**config.mk**
```make
export PLATFORM = sky130hd
export DESIGN_NAME = spi_pin_config_top
export DESIGN_NICKNAME = d
export VERILOG_FILES = /design/src/spi_map_pkg.sv /design/src/spi_link_if.sv /design/src/spi_byte_engine.sv /design/src/spi_pin_config_top.sv
export SDC_FILE = /design/constraint.sdc
export NUM_CORES = 1
export LEC_CHECK = 0
export ABC_AREA = 0
export BUFFER_PORTS_ARGS = -buffer_cell sky130_fd_sc_hd__buf_2
export CORE_ASPECT_RATIO = 0.5
export CORE_UTILIZATION = 59
export DETAILED_ROUTE_END_ITERATION = 10
export GPL_TIMING_DRIVEN = 0
export PLACE_DENSITY = 0.95
export SLEW_MARGIN = 20
export SYNTH_ARGS = -nofsm -noshare
export SYNTH_HDL_FRONTEND = slang
export SYNTH_SLANG_ARGS = --single-unit
```
**constraint.sdc**
```tcl
create_clock -name clk_sys -period 3.9 [get_ports clk_sys]
set_clock_uncertainty 0.15 [all_clocks]
set_input_delay 0.585 -clock clk_sys [delete_from_list [all_inputs] [get_ports clk_sys]]
set_output_delay 0.585 -clock clk_sys [all_outputs]
set_load 0.005 [all_outputs]
```
**src/spi_map_pkg.sv**
```systemverilog
// constants, types and address map for the serial register bank
package spi_map_pkg;

  // ********************************************************
  // header byte layout
  // ********************************************************
  localparam logic [7:0] HDR_WRITE_SINGLE = 8'h00; // plain base address
  localparam logic [7:0] HDR_WRITE_BURST = 8'h40; // burst write offset
  localparam logic [7:0] HDR_READ_SINGLE = 8'h80; // single read offset
  localparam logic [7:0] HDR_READ_BURST = 8'hC0; // burst read offset
  localparam int HDR_RW_BIT = 7; // read when set
  localparam int HDR_BURST_BIT = 6; // burst when set
  localparam int ADDR_MSB = 5; // base address top bit

  // ********************************************************
  // address map
  // ********************************************************
  localparam logic [5:0] ADDR_PIN1_CFG = 6'h01; // aux_pin1_output_config
  localparam logic [5:0] ADDR_PIN0_CFG = 6'h02; // aux_pin0_output_config
  localparam logic [5:0] ADDR_CFG_LAST = 6'h2F; // end of config region
  localparam logic [5:0] ADDR_MULTI_FIRST = 6'h3E; // multi-byte slots start
  localparam logic [5:0] ADDR_STEP = 6'h01; // burst address step

  // ********************************************************
  // pin config fields and reset values
  // ********************************************************
  localparam int CFG_DRIVE_BIT = 7; // drive strength, pin1 register
  localparam int CFG_TEMP_BIT = 7; // temperature sensor, pin0 register
  localparam int CFG_INV_BIT = 6; // output invert
  localparam int CFG_SEL_MSB = 5; // signal select top bit
  localparam logic [7:0] PIN1_CFG_RESET = 8'h2E; // pin1 high-z
  localparam logic [7:0] PIN0_CFG_RESET = 8'h3F; // pin0 crystal/192
  localparam logic [5:0] SEL_HIGH_Z = 6'h2E; // select code for high-z
  localparam logic [5:0] SEL_XOSC_DIV = 6'h3F; // select code for divided clock
  localparam int XOSC_DIV = 192; // crystal clock divide ratio
  localparam logic [6:0] XOSC_HALF_LAST = 7'(XOSC_DIV / 2 - 1); // half period end
  localparam logic [6:0] DIV_STEP = 7'h01; // divider increment
  localparam logic [2:0] BIT_LAST = 3'h7; // last bit index in a byte
  localparam logic [2:0] BIT_STEP = 3'h1; // bit counter increment

  // ********************************************************
  // transaction phase
  // ********************************************************
  typedef enum logic [1:0] {
    PH_IDLE = 2'h0,
    PH_HEADER = 2'h1,
    PH_DATA = 2'h3
  } phase_e;

endpackage : spi_map_pkg

```
**src/spi_link_if.sv**
```systemverilog
// byte-level link between the serial shifter and the register bank
`timescale 1ns/100ps
interface spi_link_if;
  logic cs_active; // chip select held low, synchronised
  logic cs_start; // one-cycle pulse at select assertion
  logic byte_done; // one-cycle pulse, rx_byte valid
  logic [7:0] rx_byte; // last byte shifted in
  logic [7:0] tx_next; // byte to shift out next

  modport engine (output cs_active, output cs_start, output byte_done, output rx_byte,
    input tx_next);
  modport bank (input cs_active, input cs_start, input byte_done, input rx_byte,
    output tx_next);
endinterface : spi_link_if

```
**src/spi_byte_engine.sv**
```systemverilog
// serial pin synchroniser and byte shifter, mode 0, msb first
`timescale 1ns/100ps
module spi_byte_engine
  import spi_map_pkg::*;
(
  input wire logic clk_sys,
  input wire logic rstn,
  input wire logic spi_csn,
  input wire logic spi_sclk,
  input wire logic spi_mosi,
  output logic spi_miso,
  output logic spi_miso_oe,
  spi_link_if.engine link
);

  // ********************************************************
  // state
  // ********************************************************
  typedef struct packed {
    logic csn_s1; // first sync stage
    logic csn_s2; // second sync stage
    logic csn_q; // previous synced value
    logic sclk_s1;
    logic sclk_s2;
    logic sclk_q;
    logic mosi_s1;
    logic mosi_s2;
    logic [2:0] bit_cnt; // bits received in this byte
    logic [7:0] rx_sr; // receive shifter
    logic [7:0] tx_sr; // transmit shifter
    logic miso; // output bit
    logic miso_oe; // output drive
    logic cs_start;
    logic byte_done;
    logic [7:0] rx_byte;
  } engine_state_s;

  localparam engine_state_s ENGINE_RESET = '{csn_s1: 1'b1, csn_s2: 1'b1, csn_q: 1'b1,
    sclk_s1: 1'b0, sclk_s2: 1'b0, sclk_q: 1'b0, mosi_s1: 1'b0, mosi_s2: 1'b0,
    bit_cnt: 3'h0, rx_sr: 8'h00, tx_sr: 8'h00, miso: 1'b0, miso_oe: 1'b0,
    cs_start: 1'b0, byte_done: 1'b0, rx_byte: 8'h00};

  engine_state_s r; // registered state
  engine_state_s next_r; // next state

  // ********************************************************
  // next state
  // ********************************************************
  always_comb begin
    next_r = r;
    // two-flop synchronisers, first stage read only by second
    next_r.csn_s1 = spi_csn;
    next_r.csn_s2 = r.csn_s1;
    next_r.csn_q = r.csn_s2;
    next_r.sclk_s1 = spi_sclk;
    next_r.sclk_s2 = r.sclk_s1;
    next_r.sclk_q = r.sclk_s2;
    next_r.mosi_s1 = spi_mosi;
    next_r.mosi_s2 = r.mosi_s1;
    next_r.cs_start = 1'b0;
    next_r.byte_done = 1'b0;
    if (r.csn_s2) begin
      // deselected: release output, restart byte framing
      next_r.bit_cnt = 3'h0;
      next_r.miso_oe = 1'b0;
      next_r.miso = 1'b0;
    end else begin
      next_r.miso_oe = 1'b1;
      if (r.csn_q) begin
        // select edge: first byte out is the status byte
        next_r.cs_start = 1'b1;
        next_r.bit_cnt = 3'h0;
        next_r.tx_sr = link.tx_next;
        next_r.miso = link.tx_next[7];
      end else if (r.sclk_s2 && !r.sclk_q) begin
        // rising edge: sample input
        next_r.rx_sr = {r.rx_sr[6:0], r.mosi_s2};
        next_r.bit_cnt = r.bit_cnt + BIT_STEP;
        if (r.bit_cnt == BIT_LAST) begin
          next_r.byte_done = 1'b1;
          next_r.rx_byte = {r.rx_sr[6:0], r.mosi_s2};
        end
      end else if (!r.sclk_s2 && r.sclk_q) begin
        // falling edge: load next byte at boundary, else shift
        if (r.bit_cnt == 3'h0) begin
          next_r.tx_sr = link.tx_next;
          next_r.miso = link.tx_next[7];
        end else begin
          next_r.tx_sr = {r.tx_sr[6:0], 1'b0};
          next_r.miso = r.tx_sr[6];
        end
      end
    end
  end

  // ********************************************************
  // registers
  // ********************************************************
  always_ff @(posedge clk_sys or negedge rstn) begin
    if (!rstn) begin
      r <= ENGINE_RESET;
    end else begin
      r <= next_r;
    end
  end

  // outputs
  assign spi_miso = r.miso;
  assign spi_miso_oe = r.miso_oe;
  assign link.cs_active = !r.csn_s2;
  assign link.cs_start = r.cs_start;
  assign link.byte_done = r.byte_done;
  assign link.rx_byte = r.rx_byte;

endmodule : spi_byte_engine

```
**src/spi_pin_config_top.sv**
```systemverilog
// serial address decode, pin configuration registers and output pin drive
//
// Notes on behaviour
// - header adds burst/read offsets; config region burstable
// - upper writes strobe; upper burst reads give status
// - burst meaning differs above config region
// - unimplemented config registers read back zero
// - status byte returned during header and writes
// - pin1 bit7 sets drive strength, reset 0
// - bit6 inverts pin output, reset 0
// - pin1 select bits 5:0, reset high-z
// - pin0 bit7 enables temperature sensor
// - pin0 select bits 5:0, reset crystal/192
`timescale 1ns/100ps
module spi_pin_config_top
  import spi_map_pkg::*;
#(
  parameter int SIGNAL_COUNT = 64
)(
  input wire logic clk_sys,
  input wire logic rstn,
  input wire logic spi_csn,
  input wire logic spi_sclk,
  input wire logic spi_mosi,
  output logic spi_miso,
  output logic spi_miso_oe,
  input wire logic [7:0] chip_status_byte,
  input wire logic [SIGNAL_COUNT-1:0] internal_signals,
  output logic [5:0] status_reg_addr,
  input wire logic [7:0] status_reg_data,
  output logic strobe_valid,
  output logic [5:0] strobe_code,
  output logic multi_write,
  output logic [5:0] multi_write_addr,
  output logic [7:0] multi_write_data,
  output logic general_output_pin0,
  output logic general_output_pin0_oe,
  output logic general_output_pin1,
  output logic general_output_pin1_oe,
  output logic pin_drive_strength,
  output logic temp_sensor_enable
);

  // ********************************************************
  // state
  // ********************************************************
  typedef struct packed {
    phase_e phase; // transaction phase
    logic rw; // read access
    logic burst; // burst bit of header
    logic [5:0] addr; // current base address
    logic fetch; // refresh tx byte this cycle
    logic [7:0] pin1_cfg; // aux_pin1_output_config
    logic [7:0] pin0_cfg; // aux_pin0_output_config
    logic [7:0] tx_next; // next byte for the shifter
    logic strobe; // strobe pulse
    logic [5:0] strobe_code;
    logic mwr; // multi-byte slot write pulse
    logic [7:0] mwr_data;
    logic [6:0] div_cnt; // crystal divider count
    logic xclk_div; // divided crystal clock
    logic p0; // pin levels and enables
    logic p0_oe;
    logic p1;
    logic p1_oe;
    logic drive;
    logic temp;
  } bank_state_s;

  localparam bank_state_s BANK_RESET = '{phase: PH_IDLE, rw: 1'b0, burst: 1'b0,
    addr: 6'h00, fetch: 1'b0, pin1_cfg: PIN1_CFG_RESET, pin0_cfg: PIN0_CFG_RESET,
    tx_next: 8'h00, strobe: 1'b0, strobe_code: 6'h00, mwr: 1'b0, mwr_data: 8'h00,
    div_cnt: 7'h00, xclk_div: 1'b0, p0: 1'b0, p0_oe: 1'b0, p1: 1'b0, p1_oe: 1'b0,
    drive: 1'b0, temp: 1'b0};

  bank_state_s r; // registered state
  bank_state_s next_r; // next state
  spi_link_if link (); // byte link to the shifter

  // ********************************************************
  // helpers
  // ********************************************************
  // config region holds burst-incrementing registers
  function automatic logic in_cfg(input logic [5:0] a);
    return a <= ADDR_CFG_LAST;
  endfunction : in_cfg

  // chosen signal, then inversion
  function automatic logic pin_level(input logic [7:0] cfg,
      input logic [SIGNAL_COUNT-1:0] sigs, input logic xclk);
    logic s;
    s = (cfg[CFG_SEL_MSB:0] == SEL_XOSC_DIV) ? xclk : sigs[cfg[CFG_SEL_MSB:0]];
    return s ^ cfg[CFG_INV_BIT];
  endfunction : pin_level

  // ********************************************************
  // shifter
  // ********************************************************
  spi_byte_engine u_engine (
    .clk_sys(clk_sys),
    .rstn(rstn),
    .spi_csn(spi_csn),
    .spi_sclk(spi_sclk),
    .spi_mosi(spi_mosi),
    .spi_miso(spi_miso),
    .spi_miso_oe(spi_miso_oe),
    .link(link.engine)
  );

  // ********************************************************
  // decode, registers and pins
  // ********************************************************
  always_comb begin
    next_r = r;
    next_r.strobe = 1'b0;
    next_r.mwr = 1'b0;
    next_r.fetch = 1'b0;
    if (link.cs_start) begin
      next_r.phase = PH_HEADER;
    end else if (!link.cs_active) begin
      next_r.phase = PH_IDLE;
    end else if (link.byte_done) begin
      case (r.phase)
        PH_HEADER: begin
          // split header into access bits and base address
          next_r.rw = link.rx_byte[HDR_RW_BIT];
          next_r.burst = link.rx_byte[HDR_BURST_BIT];
          next_r.addr = link.rx_byte[ADDR_MSB:0];
          next_r.fetch = 1'b1;
          if (!in_cfg(link.rx_byte[ADDR_MSB:0]) &&
              link.rx_byte[ADDR_MSB:0] < ADDR_MULTI_FIRST &&
              !(link.rx_byte[HDR_RW_BIT] && link.rx_byte[HDR_BURST_BIT])) begin
            // upper region write or single read is a strobe
            next_r.strobe = 1'b1;
            next_r.strobe_code = link.rx_byte[ADDR_MSB:0];
          end else begin
            next_r.phase = PH_DATA;
          end
        end
        PH_DATA: begin
          if (!r.rw && r.addr == ADDR_PIN1_CFG) begin
            next_r.pin1_cfg = link.rx_byte;
          end else if (!r.rw && r.addr == ADDR_PIN0_CFG) begin
            next_r.pin0_cfg = link.rx_byte;
          end else if (!r.rw && !in_cfg(r.addr)) begin
            // multi-byte slot, handed out byte by byte
            next_r.mwr = 1'b1;
            next_r.mwr_data = link.rx_byte;
          end
          next_r.fetch = 1'b1;
          if (r.burst && (in_cfg(r.addr) || r.addr >= ADDR_MULTI_FIRST)) begin
            // config burst steps the address, multi-byte slots stay
            if (in_cfg(r.addr)) begin
              next_r.addr = r.addr + ADDR_STEP;
            end
          end else begin
            next_r.phase = PH_HEADER;
          end
        end
        default: begin
          next_r.phase = PH_IDLE;
        end
      endcase
    end
    // byte to return next: data for reads, status otherwise
    if (r.phase != PH_DATA || !r.rw) begin
      next_r.tx_next = chip_status_byte;
    end else if (r.fetch) begin
      if (r.addr == ADDR_PIN1_CFG) begin
        next_r.tx_next = r.pin1_cfg;
      end else if (r.addr == ADDR_PIN0_CFG) begin
        next_r.tx_next = r.pin0_cfg;
      end else if (in_cfg(r.addr)) begin
        next_r.tx_next = 8'h00;
      end else begin
        next_r.tx_next = status_reg_data;
      end
    end
    // crystal clock divider
    if (r.div_cnt == XOSC_HALF_LAST) begin
      next_r.div_cnt = 7'h00;
      next_r.xclk_div = !r.xclk_div;
    end else begin
      next_r.div_cnt = r.div_cnt + DIV_STEP;
    end
    // pin drive from the configuration
    next_r.p1 = pin_level(r.pin1_cfg, internal_signals, r.xclk_div);
    next_r.p1_oe = r.pin1_cfg[CFG_SEL_MSB:0] != SEL_HIGH_Z;
    next_r.p0 = pin_level(r.pin0_cfg, internal_signals, r.xclk_div);
    next_r.p0_oe = r.pin0_cfg[CFG_SEL_MSB:0] != SEL_HIGH_Z && !r.pin0_cfg[CFG_TEMP_BIT];
    next_r.drive = r.pin1_cfg[CFG_DRIVE_BIT];
    next_r.temp = r.pin0_cfg[CFG_TEMP_BIT];
  end

  // ********************************************************
  // registers
  // ********************************************************
  always_ff @(posedge clk_sys or negedge rstn) begin
    if (!rstn) begin
      r <= BANK_RESET;
    end else begin
      r <= next_r;
    end
  end

  // outputs
  assign link.tx_next = r.tx_next;
  assign status_reg_addr = r.addr;
  assign strobe_valid = r.strobe;
  assign strobe_code = r.strobe_code;
  assign multi_write = r.mwr;
  assign multi_write_addr = r.addr;
  assign multi_write_data = r.mwr_data;
  assign general_output_pin0 = r.p0;
  assign general_output_pin0_oe = r.p0_oe;
  assign general_output_pin1 = r.p1;
  assign general_output_pin1_oe = r.p1_oe;
  assign pin_drive_strength = r.drive;
  assign temp_sensor_enable = r.temp;
endmodule : spi_pin_config_top

```
==> flow_summary.toml, run 1 <==
[synthesis]
synth_compound_area_frac = 0.0929
ys_types = 50
synthFlopType = "dfrtp_1"
synth-edff-count = 0
yosys_warnings = 0
ys_ff_latch = 102
muxShareOfSynthArea = 0.251
synth_nets = 572
synth-xor-area-share = 0.0110
netlist_area_um2 = 5580
synthAdderAreaFrac = 0.0157
synth-simple-area-share = 0.101
synthCells = 480
syn_area_per_cell_um2 = 11.6
synthArstFlopShare = 1.00
synth_top_family_by_area = "multiplexers"
ys_seq_area_frac = 0.461

[floorplan]
pin_count = 121
die_h_um = 70.7
fp-row-count = 24
start_util = 0.623
die_w_um = 139
core-area_um2 = 8950
die-area_um2 = 9870

[clocking]
cts_sinks = 102
root_buffer = "clkbuf_16"
post-cts-setup-buffer-count = 0
cts_tree = "built"
clk-insertion-delay-late_ns = 0.35
numCtsBuffers = 9
clockBufferDepth = 2
path_clk_slew_ns = 0.07
h-tree-depth = 3

[placed_design]
gp_congestion = 0.929
place.detailed.hpwl_mm = 9.91
io_buffers = 119

[routing]
drtIter0Drc = 521
post_drt_wl_per_cell_um = 19.6
dr_wl_met3_mm = 1.48
drtAntennaViolNets = 0
routed.top_layer = "met4"
vias = 4624
drc = 0
wl_met2_mm = 7.10
routed_wl_mm = 14.4
first_pass_iters = 5
met1_length_mm = 5.22
viasPerCell = 6.29

[layout]
layout-area-overhead-vs-synth_pct = 19.1
layout.nets = 704
nFillCells = 549
final_common_cell = "buf_2"
layout-drive-gt1-share = 0.352
register_area_um2 = 2570
multi_input_area_um2 = 2630
final_cell_mix = "buf_2 (122), dfrtp_1 (89), nand2_1 (43), mux2_1 (30), buf_4 (27)"

[global_route]
grt_pass1_wl_mm = 23.2
grt_usage = 0.310
grt_max_degree = 78
grt_overflow = 0
first_global_vias = 4780
antenna_found_initial = 0

[sta]
finalMaxSlewViolations = 0
rsz0062_at_grt = "false"
fin_tns_setup_ns = 0
fin_crit_ns = 2.87
hold_viol = 0
timing.fmax_ghz = 0.348
tightest_slew_ns = 1.08
setup_viol = 0
slew_headroom = 0.277
fin_crit_sh = 0.737

[power]
finalPower_uw = 2140
ir_drop_v = 0.000242
p_per_area_nw_per_um2 = 323
p_leak_uw = 0.00309

[setup_path]
path_cells = "buf_2 > clkbuf_1 > mux4_1 > mux4_2 > a211oi_2 > a21oi_1 > xor2_1"
critPathKind = "flop to flop"
cp.arrival_ns = 2.95
startpoint_type = "flop"
critical-path-max-stage-delay_ns = 0.56
slowest_stage = "clkbuf_1"
worst-path-max-fanout = 10
critPathBufInv = 2
critPathTopFamily = "multiplexers"
cp-end-kind = "flop"
required_ns = 3.98

[flow_run]
drv_cap = 0

[outcome]
outcome = "finished clean"

[hold_path]
hp-class = "primary input to flop"
==> state kept, by name (all words and copies together) (netlist names), 2 cells and up <==
signal                 cells
link.tx_next               8
multi_write_addr           6
multi_write_data           8
next_r                     2
r                         27
strobe_code                6
u_engine.link.rx_byte      8
u_engine.next_r            5
u_engine.r                20
==> cells by family (layout without fill, tap and decap cells) <==
group                      Yosys count  after routing
buffers and inverters               69            206
DFF                                102            102
other                                0              1
xor gates and xnor gates             7              7
and+or+nand+nor                    118            118
muxes                               93             93
AOI/OAI and AO/OA                   84             84
adders and majority gates            7              7
==> power by group <==
part,internal (µW),switching (µW)
Sequential,1100,29.8
Clock,440,397
Combinational,90.7,85.7
==> final cells by class <==
class                      count  share of cell area
inverter                      15             0.00848
antenna                        1            0.000377
clock buffer                  11              0.0350
multi-input combinational    309               0.396
sequential                   102               0.387
clock inverter                 5             0.00641
tap                          117              0.0220
buffer                        54              0.0488
timing repair buffer         121              0.0963
==> what timing repair did <==
item,4_1_cts,5_1_grt
hold buffers,1,0
endpoints found under the hold margin,22,0
gates resized for setup,0,0
==> synthesized netlist by cell type (3+ instances only) <==
master / count / share of area
a31oi_1: 3 / 0.0034
mux4_1: 6 / 0.028
nor2b_1: 8 / 0.0090
mux2i_1: 24 / 0.043
buf_1: 4 / 0.0027
xor2_1: 5 / 0.0079
a21oi_1: 20 / 0.018
o21ai_0: 10 / 0.0090
dfrtp_1: 89 / 0.40
nand2_1: 43 / 0.029
nor3_1: 9 / 0.0081
o21ai_1: 24 / 0.022
nand3_1: 12 / 0.011
nand2b_1: 3 / 0.0034
mux2_1: 30 / 0.061
ha_1: 7 / 0.016
nor2_1: 24 / 0.016
buf_2: 4 / 0.0036
inv_1: 14 / 0.0094
clkbuf_1: 17 / 0.011
mux2_2: 7 / 0.014
mux4_2: 26 / 0.11
nand4_1: 3 / 0.0034
a32oi_1: 9 / 0.014
buf_4: 27 / 0.036
and3_1: 4 / 0.0045
or2_1: 3 / 0.0034
dfstp_2: 13 / 0.061
==> worst reg2reg max path, cell delays in order (launching register included) <==
cell and delay (ns):
dfstp_2 0.52, buf_2 0.20, clkbuf_1 0.56, mux4_1 0.39, mux4_2 0.50, a211oi_2 0.22, a21oi_1 0.08, xor2_1 0.14
==> stage by stage <==
step | cells | setup WS (ns) | hold slack [ns] | cell area (µm²) | utilization
2_1_floorplan | 480 | 1.45 | 0.139 | 5580 | -
3_3_place_gp | 716 | 1.12 | 0.183 | 6320 | 0.706
3_5_place_dp | 717 | 1.09 | 0.185 | 6350 | 0.710
4_1_cts | 734 | 1.08 | 0.173 | 6640 | 0.742
5_1_grt | 734 | 0.976 | 0.163 | 6640 | 0.742
6_report | 735 | 1.03 | 0.181 | 6640 | 0.742
==> path summary, 6_finish.rpt <==
check                                          from             endpoint  slack (ns)  cells past startpoint
worst min register to register  u_engine.next_r[34]  u_engine.next_r[33]        0.20                      0
worst max register to register                r[40]  general_output_pin0        1.03                      7
max in group asynchronous                      rstn                r[48]        2.41                      3
worst min-delay path                        spi_csn  u_engine.next_r[37]        0.18                      1
worst max-delay path                          r[40]  general_output_pin0        1.03                      7
min in group asynchronous                      rstn       strobe_code[4]        0.51                      2
==> per-layer routing <==
metal	vias up	global-route usage
li1	2001	-
met1	2221	0.363
met2	322	0.525
met3	80	0.0873
met4	0	0.179
met5	-	0
Power figures use the tool's default switching activity.
==> run 2, diff against run 1 <==
CORE_UTILIZATION = 55   (was 59)
PLACE_DENSITY = 0.91   (was 0.95)
clock period = 2.74 ns   (was 3.9 ns; I/O delays follow)
==> flow_summary.toml, run 2 (synthesis gave the netlist of run 1 again) <==
[setup_path]
cp.arrival_ns = 2.69
slowest_stage = "mux4_2"
critPathKind = "flop to flop"
critPathTopFamily = "multiplexers"
critical-path-max-stage-delay_ns = 0.52
worst-path-max-fanout = 10
cp-end-kind = "flop"
critPathBufInv = 2
required_ns = 2.82
path_cells = "buf_2 > clkbuf_2 > mux4_1 > mux4_2 > a211oi_2 > a21oi_1 > xor2_1"
startpoint_type = "flop"

[clocking]
numCtsBuffers = 9
clockBufferDepth = 2
cts_sinks = 102
h-tree-depth = 3
post-cts-setup-buffer-count = 0
root_buffer = "clkbuf_16"
cts_tree = "built"
clk-insertion-delay-late_ns = 0.35
path_clk_slew_ns = 0.07

[global_route]
grt_usage = 0.272
grt_overflow = 0
grt_pass1_wl_mm = 21.6
first_global_vias = 4418
grt_max_degree = 55
antenna_found_initial = 0

[power]
p_leak_uw = 0.00311
ir_drop_v = 0.000315
p_per_area_nw_per_um2 = 458

[sta]
slew_headroom = 0.331
hold_viol = 0
fin_tns_setup_ns = 0
whs_ns = 0.0160
fin_crit_sh = 0.954
tightest_slew_ns = 1.00
fin_crit_ns = 2.61
rsz0062_at_grt = "false"
setup_viol = 0
setup_slack_ns = 0.126
timing.fmax_ghz = 0.383
finalMaxSlewViolations = 0

[layout]
final_common_cell = "buf_2"
nFillCells = 691
insertedDiodeCount = 0
largest_register_ff_count = 27
layout.nets = 703
instances_no_fill = 751
register_area_um2 = 2570
final_area_um2 = 6670
multi_input_area_um2 = 2630
reg.largest.list = "r (27), u_engine.r (20)"
regMostFlops = "r"
layout-area-overhead-vs-synth_pct = 19.5
layout-drive-gt1-share = 0.359
final_cell_mix = "buf_2 (122), dfrtp_1 (89), nand2_1 (43), mux2_1 (30), buf_4 (27)"

[routing]
drtAntennaViolNets = 0
vias = 4433
post_drt_wl_per_cell_um = 17.6
viasPerCell = 5.90
drc = 0
first_pass_iters = 5
drtIter0Drc = 352
routed_wl_mm = 13.2

[placed_design]
io_buffers = 119
place.detailed.hpwl_mm = 9.75
gp_congestion = 0.931
dp_cells = 735
pre_cts_slack_ns = -0.103
place_area_um2 = 6370

[floorplan]
pin_count = 121
die_h_um = 73.2
start_util = 0.579
fp-row-count = 25
die_w_um = 144
core-area_um2 = 9630
die-area_um2 = 10600

[outcome]
outcome = "finished clean"

[flow_run]
drv_cap = 0

[hold_path]
hp-class = "primary input to flop"
==> run 2: changes by cell type in the layout (fill, tap and decap cells not counted), moves of 2 or more <==
cell,change
clkbuf_1,-5
clkbuf_2,+2
clkinv_2,+2
clkinvlp_4,-2
==> run 2: cell type report <==
class                           instances  share of cell area
Clock inverter                          6             0.00657
Buffer                                 53              0.0484
Sequential cell                       102               0.385
Inverter                               15             0.00845
Clock buffer                           10              0.0358
Multi-Input combinational cell        309               0.394
Tap cell                              135              0.0253
Timing Repair Buffer                  121              0.0959
==> run 2: routing by layer <==
metal | share of wire | routed length, µm | track usage | vias to the layer above
met3 | 0.083 | 1100 | 0.0636 | 36
met4 | 0.024 | 323 | 0.103 | 0
li1 | - | - | - | 2006
met5 | 0 | 0 | 0 | -
met2 | 0.49 | 6550 | 0.469 | 225
met1 | 0.40 | 5280 | 0.337 | 2166
==> run 2: what timing repair did <==
action | CTS | global route
setup endpoints to repair | 1 | 1
resized for setup | 1 | 2
endpoints found under the hold margin | 43 | 0
hold buffers | 1 | 0
cloned | 0 | 0
==> run 2: metrics by stage <==
step	util	total power, µW
finish	0.692	3050
global placement	0.658	1860
detailed placement	0.662	1880
floorplan	-	1730
global route	0.692	3160
CTS	0.692	3080
==> run 2: power by group <==
group          switching (µW)  leakage [µW]  internal (µW)
combinational             117       0.00168            129
clock                     555      0.000139            645
sequential               39.7       0.00129           1570
==> run 2: final timing paths <==
check / start / slack, ns / endpoint / cells past startpoint
worst max-delay path: r[40] / 0.13 / general_output_pin0 / 7
worst min-delay path: spi_csn / 0.02 / u_engine.next_r[37] / 1
worst max register to register: r[40] / 0.13 / general_output_pin0 / 7
worst min register to register: u_engine.next_r[34] / 0.20 / u_engine.next_r[33] / 0
max in group asynchronous: rstn / 1.34 / u_engine.r[36] / 3
min in group asynchronous: rstn / 0.45 / strobe_code[0] / 2
==> run 3, diff against run 2 <==
HOLD_SLACK_MARGIN = 0.02   (was not set)
==> flow_summary.toml, run 3 (synthesis gave the netlist of run 1 again) <==
[outcome]
outcome = "finished clean"

[setup_path]
critPathBufInv = 2
worst-path-max-fanout = 10
cp-end-kind = "flop"
critPathKind = "flop to flop"
slowest_stage = "dfstp_2"
critPathTopFamily = "multiplexers"
path_cells = "buf_2 > clkbuf_2 > mux4_1 > mux4_2 > a211oi_2 > a21oi_1 > xor2_1"
startpoint_type = "flop"
critical-path-max-stage-delay_ns = 0.52
cp.arrival_ns = 2.71
required_ns = 2.82

[layout]
instances_no_fill = 754
layout-drive-gt1-share = 0.357
final_common_cell = "buf_2"
final_cell_mix = "buf_2 (122), dfrtp_1 (89), nand2_1 (43), mux2_1 (30), buf_4 (27)"
nFillCells = 688
fin_util = 0.695
reg.largest.list = "r (27), u_engine.r (20)"
layout.nets = 706
layout-area-overhead-vs-synth_pct = 20.1
regMostFlops = "r"
largest_register_ff_count = 27
insertedDiodeCount = 0
final_area_um2 = 6700

[floorplan]
core-area_um2 = 9630
die-area_um2 = 10600
start_util = 0.579
pin_count = 121
die_w_um = 144
die_h_um = 73.2
fp-row-count = 25

[placed_design]
pre_cts_slack_ns = -0.103
io_buffers = 119
dp_cells = 735
place_area_um2 = 6370
gp_congestion = 0.931
place.detailed.hpwl_mm = 9.75

[routing]
vias = 4426
post_drt_wl_per_cell_um = 17.6
drc = 0
viasPerCell = 5.87
first_pass_iters = 6
drtIter0Drc = 377
routed_wl_mm = 13.2
drtAntennaViolNets = 0

[clocking]
clockBufferDepth = 2
cts_sinks = 102
root_buffer = "clkbuf_16"
cts_tree = "built"
numCtsBuffers = 9
h-tree-depth = 3
path_clk_slew_ns = 0.07
clk-insertion-delay-late_ns = 0.35

[hold_path]
hp-class = "primary input to flop"

[power]
p_sw_uw = 711
power_frac_seq = 0.526
p_per_area_nw_per_um2 = 456
clockPowerShare = 0.393
combinationalPowerShare = 0.081
ir_drop_v = 0.000315
p_int_uw = 2340
netSwitchingFraction = 0.233
p_leak_uw = 0.00313

[sta]
fin_crit_sh = 0.961
setup_viol = 0
rsz0062_at_grt = "false"
hold_viol = 0
fin_crit_ns = 2.63
slew_headroom = 0.311
finalMaxSlewViolations = 0
setup_slack_ns = 0.108
tightest_slew_ns = 1.03
timing.fmax_ghz = 0.380

[global_route]
grt_usage = 0.271
antenna_found_initial = 0
grt_pass1_wl_mm = 21.6
first_global_vias = 4406
grt_max_degree = 55
grt_overflow = 0

[flow_run]
drv_cap = 0
## run 3: changes by cell type in the layout (fill, tap and decap cells not counted)
cell / previous run / this run
dlygate4sd3_1: 1 / 4
## run 3: worst min-delay path: stages
cell	delay [ns]
buf_2	0.07
nand2_1	0.04
o21ai_1	0.06
## run 3: repair_timing
action                                  in CTS  in global routing
hold buffers                                 4                  0
endpoints found under the setup margin       1                  1
gates cloned                                 0                  0
gates resized for setup                      1                  2
setup buffers                                0                  0
hold endpoints to repair                    46                  0
## run 3: worst paths after layout
kind / start / endpoint / slack, ns / depth (start not counted)
setup reg to reg: r[40] / general_output_pin0 / 0.11 / 7
setup / recovery: r[40] / general_output_pin0 / 0.11 / 7
max in group asynchronous: rstn / u_engine.r[36] / 1.34 / 3
hold / removal: chip_status_byte[5] / link.tx_next[5] / 0.13 / 3
min in group asynchronous: rstn / strobe_code[0] / 0.45 / 2
hold reg to reg: u_engine.next_r[34] / u_engine.next_r[33] / 0.20 / 0
## run 3: layer usage
| metal | up-vias | part of all wire | GRT usage | wire length (µm) |
|---|---|---|---|---|
| li1 | 2014 | - | - | - |
| met1 | 2147 | 0.40 | 0.336 | 5330 |
| met2 | 221 | 0.49 | 0.469 | 6530 |
| met3 | 44 | 0.079 | 0.0636 | 1050 |
| met4 | 0 | 0.025 | 0.103 | 336 |
| met5 | - | 0 | 0 | 0 |
## run 3: cell type report
class | instances | area (µm²) | area share
plain buffers | 53 | 323 | 0.0482
multi-input cells | 309 | 2630 | 0.392
inverters | 15 | 56.3 | 0.00841
well taps | 135 | 169 | 0.0252
flip-flops and latches | 102 | 2570 | 0.384
repair buffers | 124 | 669 | 0.100
clock inverters | 6 | 43.8 | 0.00654
clock buffers | 10 | 239 | 0.0357
## run 3: through the flow
stage	power [µW]	hold WS (ns)	TNS [ns]
after global placement	1860	0.182	-0.0592
after detailed placement	1880	0.186	-0.103
after CTS	3080	0.117	0
after floorplan	1730	-0.0346	0
final	3060	0.126	0
after global routing	3160	0.140	0
## run 3: power groups by stage
stage | clock (µW) | sequential [µW] | combinational (µW)
4_1_cts | 1220 | 1610 | 249
6_report | 1200 | 1610 | 248
5_1_grt | 1280 | 1610 | 274
3_5_place_dp | 0 | 1630 | 243
3_3_place_gp | 0 | 1630 | 227
2_1_floorplan | 0 | 1620 | 113
